## config.mk

```make
export PLATFORM = sky130hd
export DESIGN_NAME = sxcr_config
export DESIGN_NICKNAME = d
export VERILOG_FILES = /design/src/rtl/sxcr_pkg.sv /design/src/rtl/sxcr_config.sv /design/src/rtl/sxcr_sd_check.sv
export VERILOG_INCLUDE_DIRS = /design/src /design/src/rtl
export SDC_FILE = /design/constraint.sdc
export NUM_CORES = 1
export LEC_CHECK = 0
export ABC_CLOCK_PERIOD_IN_PS = 1300
export BUFFER_PORTS_ARGS = -buffer_cell sky130_fd_sc_hd__clkbuf_2
export CAP_MARGIN = 10
export CORE_MARGIN = 10
export CORE_UTILIZATION = 42
export CTS_CLUSTER_SIZE = 25
export DETAILED_ROUTE_END_ITERATION = 12
export GPL_ROUTABILITY_DRIVEN = 0
export GPL_TIMING_DRIVEN = 1
export PLACE_DENSITY = 0.88
export SLEW_MARGIN = 10
export SYNTH_ARGS = -nofsm -noshare
export SYNTH_HDL_FRONTEND = slang
export SYNTH_SLANG_ARGS = --single-unit
```

## constraint.sdc

```tcl
create_clock -name clk_in -period 1.3 [get_ports clk_in]
set_input_delay 0.195 -clock clk_in [delete_from_list [all_inputs] [get_ports clk_in]]
set_output_delay 0.195 -clock clk_in [all_outputs]
set_load 0.02 [all_outputs]
```

## src/rtl/sxcr_regs.svh

```systemverilog
`ifndef SXCR_REGS_SVH
`define SXCR_REGS_SVH
// Operation
// - load strobe low captures data port
// - bits 0 to 3 ignored
// - gate high forces parity, else bit 4
// - bit 5 low enables wrap test
// - receiver 2 sees inverted loop data
// - transmitter outputs stay active in test
// - bit 6 enables receiver 1 code check
// - receiver 1 compares bits 9,10 to 7,8
// - receiver 2 check bit 9, codes 10,11
// - bit 12 low odd, high even parity
// - bit 13 tx rate divide 10 or 80
// - bit 14 selects receiver rate
// - bit 15 selects 32 or 25 bits
// - length change applies at next word
// - serial word moves as two halves
// - master reset leaves configuration unchanged
// - parity gate pulled up, low obeys bit 4

// ----------------------------------------
// field positions
// ----------------------------------------
`define SXCR_PAR_INS_BIT 4
`define SXCR_WRAP_N_BIT 5
`define SXCR_SD1_EN_BIT 6
`define SXCR_SD1_X_BIT 7
`define SXCR_SD1_Y_BIT 8
`define SXCR_SD2_EN_BIT 9
`define SXCR_SD2_X_BIT 10
`define SXCR_SD2_Y_BIT 11
`define SXCR_PAR_SENSE_BIT 12
`define SXCR_TX_RATE_BIT 13
`define SXCR_RX_RATE_BIT 14
`define SXCR_WLEN_BIT 15
`define SXCR_USED_MASK 16'hFFF0
// power-up value: arbitrary plain default
`define SXCR_RESET_VAL 16'h0020
// ----------------------------------------
// rate divisors and word lengths
// ----------------------------------------
`define SXCR_DIV_FAST 7'h0A
`define SXCR_DIV_SLOW 7'h50
`define SXCR_WLEN_LONG 6'h20
`define SXCR_WLEN_SHORT 6'h19
`endif

```

## src/rtl/sxcr_pkg.sv

```systemverilog
package sxcr_pkg;
    // decoded configuration carried to the datapaths
    typedef struct packed {
        logic word_length_select;
        logic rx_rate_select;
        logic tx_rate_select;
        logic tx_parity_sense;
        logic second_rx_code_bit10;
        logic second_rx_code_bit9;
        logic second_rx_sd_check_en;
        logic first_rx_code_bit10;
        logic first_rx_code_bit9;
        logic first_rx_sd_check_en;
        logic wrap_test_n;
        logic tx_parity_insert_en;
    } sxcr_cfg_s;
    // per-receiver accept decision inputs
    typedef struct packed {
        logic framed;
        logic bit9;
        logic bit10;
    } sxcr_rxw_s;
endpackage : sxcr_pkg

```

## src/rtl/sxcr_config.sv

```systemverilog
`timescale 1ns/100ps
`include "sxcr_regs.svh"
// configuration register and the static controls it drives
module sxcr_config (
    // clock and reset
    input wire logic clk_in,
    input wire logic resetn_in,
    // host port
    input wire logic config_load_strobe_n_in,
    input wire logic [15:0] data_in,
    input wire logic parity_ctrl_gate_n_in,
    // word boundaries from the datapaths
    input wire logic tx_word_start_in,
    input wire logic rx_word_start_in,
    // serial loop
    input wire logic tx_serial_in,
    input wire logic line1_in,
    input wire logic line2_in,
    input wire sxcr_pkg::sxcr_rxw_s rx1_word_in,
    input wire sxcr_pkg::sxcr_rxw_s rx2_word_in,
    // decoded outputs
    output sxcr_pkg::sxcr_cfg_s cfg_out,
    output logic parity_insert_out,
    output logic [6:0] tx_div_out,
    output logic [6:0] rx_div_out,
    output logic [5:0] tx_wlen_out,
    output logic [5:0] rx_wlen_out,
    output logic rx1_serial_out,
    output logic rx2_serial_out,
    output logic tx_drive_en_out,
    output logic rx1_accept_out,
    output logic rx2_accept_out
);
    import sxcr_pkg::*;

    // ----------------------------------------
    // reset synchroniser
    // ----------------------------------------
    logic rst_meta_r; // first stage, read only by second
    logic rst_n_r; // released reset used everywhere
    always_ff @(posedge clk_in or negedge resetn_in) begin
        if (!resetn_in) begin
            rst_meta_r <= 1'b0;
            rst_n_r <= 1'b0;
        end else begin
            rst_meta_r <= 1'b1;
            rst_n_r <= rst_meta_r;
        end
    end

    // checks arm one cycle after release, so that the output flops
    // already hold decoded values and not their reset zeros
    logic chk_en_r; // assertions armed
    always_ff @(posedge clk_in or negedge rst_n_r) begin
        if (!rst_n_r) begin
            chk_en_r <= 1'b0;
        end else begin
            chk_en_r <= 1'b1;
        end
    end

    // ----------------------------------------
    // configuration register
    // ----------------------------------------
    // note: this reset is power-up only; the device master reset is not
    // wired here so it never disturbs the held value
    logic [15:0] cfg_r; // stored control word
    logic [15:0] cfg_nxt; // next control word
    // the data port is one 16-bit host half wide; serial words move as two halves
    always_comb begin
        cfg_nxt = cfg_r; // hold until next strobe
        if (!config_load_strobe_n_in) begin
            cfg_nxt = data_in & `SXCR_USED_MASK;
        end
    end
    always_ff @(posedge clk_in or negedge rst_n_r) begin
        if (!rst_n_r) begin
            cfg_r <= `SXCR_RESET_VAL;
        end else begin
            cfg_r <= cfg_nxt;
        end
    end

    // ----------------------------------------
    // word length shadows, latched at word starts
    // ----------------------------------------
    logic tx_wl_r; // word length used by transmitter
    logic tx_wl_nxt;
    logic rx_wl_r; // word length used by receivers
    logic rx_wl_nxt;
    always_comb begin
        tx_wl_nxt = tx_word_start_in ? cfg_r[`SXCR_WLEN_BIT] : tx_wl_r;
        rx_wl_nxt = rx_word_start_in ? cfg_r[`SXCR_WLEN_BIT] : rx_wl_r;
    end
    always_ff @(posedge clk_in or negedge rst_n_r) begin
        if (!rst_n_r) begin
            tx_wl_r <= 1'(`SXCR_RESET_VAL >> `SXCR_WLEN_BIT);
            rx_wl_r <= 1'(`SXCR_RESET_VAL >> `SXCR_WLEN_BIT);
        end else begin
            tx_wl_r <= tx_wl_nxt;
            rx_wl_r <= rx_wl_nxt;
        end
    end

    // ----------------------------------------
    // source/destination checkers
    // ----------------------------------------
    logic acc1; // receiver 1 accept
    logic acc2; // receiver 2 accept
    sxcr_sd_check u_sd1 (
        .en_in(cfg_r[`SXCR_SD1_EN_BIT]),
        .code9_in(cfg_r[`SXCR_SD1_X_BIT]),
        .code10_in(cfg_r[`SXCR_SD1_Y_BIT]),
        .word_in(rx1_word_in),
        .accept_out(acc1)
    );
    sxcr_sd_check u_sd2 (
        .en_in(cfg_r[`SXCR_SD2_EN_BIT]),
        .code9_in(cfg_r[`SXCR_SD2_X_BIT]),
        .code10_in(cfg_r[`SXCR_SD2_Y_BIT]),
        .word_in(rx2_word_in),
        .accept_out(acc2)
    );

    // ----------------------------------------
    // shared decodes
    // ----------------------------------------
    // rate bit to divisor; one decode so both directions always agree
    function automatic logic [6:0] rate_div(input logic slow);
        rate_div = slow ? `SXCR_DIV_SLOW : `SXCR_DIV_FAST;
    endfunction : rate_div
    // length bit to bits per word
    function automatic logic [5:0] word_bits(input logic short_word);
        word_bits = short_word ? `SXCR_WLEN_SHORT : `SXCR_WLEN_LONG;
    endfunction : word_bits

    // ----------------------------------------
    // registered decoded outputs
    // ----------------------------------------
    typedef struct packed {
        logic par;
        logic [6:0] txd;
        logic [6:0] rxd;
        logic [5:0] txw;
        logic [5:0] rxw;
        logic s1;
        logic s2;
        logic a1;
        logic a2;
        logic drv; // transmitter drive enable
    } sxcr_out_s;
    sxcr_out_s out_r; // output flops
    sxcr_out_s out_nxt;
    logic wrap; // wrap test active
    always_comb begin
        wrap = !cfg_r[`SXCR_WRAP_N_BIT];
        // open gate reads high via pull-up; high forces parity
        out_nxt.par = parity_ctrl_gate_n_in | cfg_r[`SXCR_PAR_INS_BIT];
        out_nxt.txd = rate_div(cfg_r[`SXCR_TX_RATE_BIT]);
        out_nxt.rxd = rate_div(cfg_r[`SXCR_RX_RATE_BIT]);
        out_nxt.txw = word_bits(tx_wl_r);
        out_nxt.rxw = word_bits(rx_wl_r);
        out_nxt.s1 = wrap ? tx_serial_in : line1_in;
        out_nxt.s2 = wrap ? !tx_serial_in : line2_in;
        out_nxt.a1 = acc1;
        out_nxt.a2 = acc2;
        // drivers stay on whatever the wrap bit says
        out_nxt.drv = 1'b1;
    end
    always_ff @(posedge clk_in or negedge rst_n_r) begin
        if (!rst_n_r) begin
            out_r <= '0;
        end else begin
            out_r <= out_nxt;
        end
    end

    // ----------------------------------------
    // output assignment
    // ----------------------------------------
    always_comb begin
        cfg_out = sxcr_cfg_s'(cfg_r[15:4]); // parity sense passes in field
        parity_insert_out = out_r.par;
        tx_div_out = out_r.txd;
        rx_div_out = out_r.rxd;
        tx_wlen_out = out_r.txw;
        rx_wlen_out = out_r.rxw;
        rx1_serial_out = out_r.s1;
        rx2_serial_out = out_r.s2;
        tx_drive_en_out = out_r.drv; // drivers never silenced in test
        rx1_accept_out = out_r.a1;
        rx2_accept_out = out_r.a2;
    end
endmodule : sxcr_config

```

## src/rtl/sxcr_sd_check.sv

```systemverilog
`timescale 1ns/100ps
// source/destination code compare for one receiver
module sxcr_sd_check (
    // configuration
    input wire logic en_in,
    input wire logic code9_in,
    input wire logic code10_in,
    // received word
    input wire sxcr_pkg::sxcr_rxw_s word_in,
    // result
    output logic accept_out
);
    import sxcr_pkg::*;
    // check disabled accepts any framed word, else needs full match
    always_comb begin
        accept_out = word_in.framed &&
            (!en_in || (word_in.bit9 == code9_in && word_in.bit10 == code10_in));
    end
endmodule : sxcr_sd_check

```

Word-level counts from Yosys, hierarchy flattened. Cells that the tools add are included.

Divide/modulo/power cells: 0. $mul: 0. Shift-type cells: 0. Add/sub/neg operators: 0. $lt $le $gt $ge: 0. Bitwise logic cells: 1. Muxes and demuxes: 6. Reductions and logical operators: 9. Equal/unequal tests: 4.

Operators with widths (count): 2-to-1 mux 7 bit (2); 2-to-1 mux 6 bit (2); == test 1 bit (4); logical AND 1 bit (4); zero test 1 bit (3); logical OR 1 bit (2); 2-to-1 mux 1 bit (2); bitwise OR 1 bit (1).

Logic and storage cells: 35. Output and inout bits: 44. Input port bits: 31. Flip-flop bits (word level): 48. Memories kept: 0. ROM bits: 0. Bits in writable memories: 0. Bits in latches: 0.

Depth between registers and ports, before layout.
Word-level depth: 4. Mapped depth: 3. Gate-level depth less buffers: 3.

Modules after synthesis. Synthesis repeated with hierarchy kept, for this count alone.

Cell total of the unflattened synthesis: 85. Area, all modules: 1209.9 µm².

By module, submodules not included: sxcr_config (cells each 77, seq. area each 752.0 µm², area an instance 1152.4 µm², instances 1); sxcr_sd_check (cells each 4, seq. area each 0.0 µm², area an instance 28.8 µm², instances 2).

Worst setup path after synthesis. Ideal clock, no wire load.

Path type: reg2reg. Start point: register cfg_r[5]. End point: register out_r (netlist bit rx1_serial_out). Data arrival time: 0.928 ns. Stages on the path, launching flop included: 2. Required time: 1.175 ns. Setup time: 0.125 ns. Path slack: 0.247 ns. Clock period less this slack: 1.053 ns. Buffers on the path: 0. Cell sequence: dfstp_2 > mux2_2.

RTL lines: start, declared (RTL line sxcr_config.sv:67) `logic [15:0] cfg_r;`; start signal, assigned (RTL line sxcr_config.sv:78) `` cfg_r <= `SXCR_RESET_VAL; ``; start signal, assigned (RTL line sxcr_config.sv:80) `cfg_r <= cfg_nxt;`; end signal, assigned (RTL line sxcr_config.sv:174) `out_r <= out_nxt;`; end, declared (RTL line sxcr_config.sv:152) `sxcr_out_s out_r;`.

Final worst setup path.
Start point: register cfg_r[5]. End point: output cfg_out[1] (netlist bit).

RTL lines: end, declared (RTL line sxcr_config.sv:22) `output sxcr_pkg::sxcr_cfg_s cfg_out,`.

No word-level cell between the ends.

==> results_dict.tcl <==
set metrics [dict create \
    status "completed" \
    drc_errors 0 \
    cts_buffers 5 \
    drtPass1Iterations 3 \
    antenna_found_initial 0 \
    io_buffers 60 \
    grt_usage_pct 9.23 \
    drt_iter0_drc 8 \
    final_common_cell "clkbuf_2" \
    clkPwrFrac_pct 29.9 \
    syn_avg_cell_area_um2 13.8 \
    ant_nets 0 \
    switching_share_pct 28.4 \
    clk-insertion-delay-late_ps 310 \
    end_kind "primary output" \
    slowest_delay_ps 570 \
    static-leakage-power_uw 0.000857 \
    path_clk_slew_ps 90 \
    drive_gt1_share_pct 58.9 \
    htreeDepth 2 \
    crit_path_start_kind "flop" \
    whs_ps 65.0 \
    cts_root_buf "clkbuf_4" \
    wl_per_cell_um 14.3 \
    synth-seq-cells 30 \
    clock_path_buffers 2 \
    core_mm2 0.00281 \
    max_freq_mhz 806 \
    num_vias 781 \
    critPathKind "flop to primary output" \
    grt_pass1_wl_um 3910 \
    worst_path_max_delay_cell "dfstp_2" \
    num_io_pins 75 \
    wirelength_um 2530 \
    power_per_cell_area_mw_per_mm2 1430 \
    grt_overflow 0 \
    synthCells 91 \
    crit_family "flip-flops" \
    nets 176 \
    numClockSinks 30 \
    fin_crit_sh_pct 95.4 \
    rsz0062_at_grt "false" \
    p_sw_uw 627 \
    netlist_area_mm2 0.00125 \
    crit_fanout 5 \
    clock_skew_ps 4.84 \
    post_cts_buffers 0 \
    dieWidth_um 74.7 \
    vias_per_cell 4.41 \
    die_area_mm2 0.00557 \
    yosysSeqAreaShare_pct 59.9 \
    finalSetupViolCount 0 \
    cp_cell_sequence "buf_2" \
    cap_violations 0 \
    hp-class "input pin to flop" \
    finalWorstSetupSlack_ps 59.3 \
    initial_utilization_pct 44.7 \
    required_ps 1110 \
    yosysWarnings 0 \
    diodes 0 \
    fin_tns_setup_ps 0 \
    hold_viol_final 0 \
    ir_drop_mv 0.688 \
    grt_pass1_vias 911 \
    layout_common_cells "59 x clkbuf_2, 29 x dfrtp_1, 12 x conb_1" \
    rows 19 \
    cts_tree "done" \
    crit_arrival_ps 1050 \
    p_int_uw 1580 \
    synth.distinct_cells 13 \
    area_delta_synth_final_pct 23.4 \
    place_ws_ps 304 \
    combPwrFrac_pct 21.0 \
    path_buf_inv 1 \
    period_minus_slack_ps 1240 \
    grt_max_degree 18 \
    seqPwrFrac_pct 49.1 \
    drv_slew 0 \
    die_y_um 74.7 \
]
worst paths after layout:
check | slack, ps | startpoint | end | cells past startpoint
setup / recovery | 60 | cfg_r[5] | cfg_out[1] | 1
hold / removal | 60 | tx_word_start_in | tx_wl_r | 2
setup reg to reg | 300 | cfg_r[5] | rx1_serial_out | 1
hold reg to reg | 180 | rst_n_r | cfg_r[12] | 1
max in group asynchronous | 900 | rst_n_r | cfg_r[5] | 1
min in group asynchronous | 180 | rst_n_r | cfg_r[12] | 1
stage by stage:
step / std cells / cell area (um^2) / power [uW] / util, %
after floorplan: 101 / 1290 / 1480 / -
after global placement: 168 / 1460 / 1560 / 52.1
after detailed placement: 168 / 1460 / 1580 / 52.1
after CTS: 177 / 1550 / 2250 / 55.2
after global routing: 177 / 1550 / 2330 / 55.2
final: 177 / 1550 / 2210 / 55.2
per-layer routing:
metal | track usage, % | vias up | wire [um]
li1 | - | 357 | -
met1 | 8.38 | 364 | 840
met2 | 14.4 | 58 | 1140
met3 | 8.28 | 2 | 534
met4 | 3.78 | 0 | 11
met5 | 0 | - | 0
cell type report:
type	instances	area, um^2
clock buffers	8	78.8
fillers	245	1260
inverters	4	15.0
multi-input cells	40	319
flip-flops and latches	30	752
well taps	31	38.8
repair buffers	64	345
power groups by stage:
stage               combinational, uW  clock (uW)  sequential [uW]
global route                      504         727             1100
floorplan                         296           0             1180
global placement                  463           0             1100
finish                            464         659             1080
detailed placement                470           0             1110
CTS                               472         693             1090
kinds of logic after synthesis:
family	count (synthesis)	synth area share [%]
buffers and inverters	31	17.6
flip-flops	30	59.9
multiplexers	13	14.7
AND/OR/NAND/NOR	6	2.39
AO/OA/AOI/OAI	5	1.99
XOR/XNOR	4	2.79
other	2	0.598
registers in the layout, indices dropped and copies added, names as in the netlist:
signal and count:
cfg_r 12, parity_insert_out 1, rst_meta_r 1, rst_n_r 1, rx1_accept_out 1, rx1_serial_out 1, rx2_accept_out 1, rx2_serial_out 1
rx_div_out 2, rx_wl_r 1, rx_wlen_out 2, tx_div_out 2, tx_drive_en_out 1, tx_wl_r 1, tx_wlen_out 2
cell usage after synthesis:
library cell  number  area [um^2]
mux2_4            10          150
mux2_2             3         33.8
o21ai_0            5         25.0
or2_2              1         6.26
xor2_1             4         35.0
buf_6              1         11.3
dfstp_2            1         26.3
buf_4             26          195
nand2_1            3         11.3
inv_1              4         15.0
and2_1             2         12.5
conb_1             2         7.51
dfrtp_1           29          726
timing repair:
action | CTS | global route
hold buffers | 1 | 0
endpoints found under the setup margin | 0 | 1
hold endpoints to repair | 2 | 0
resized for setup | 0 | 1
No activity file was read; power rests on OpenSTA's default activity.
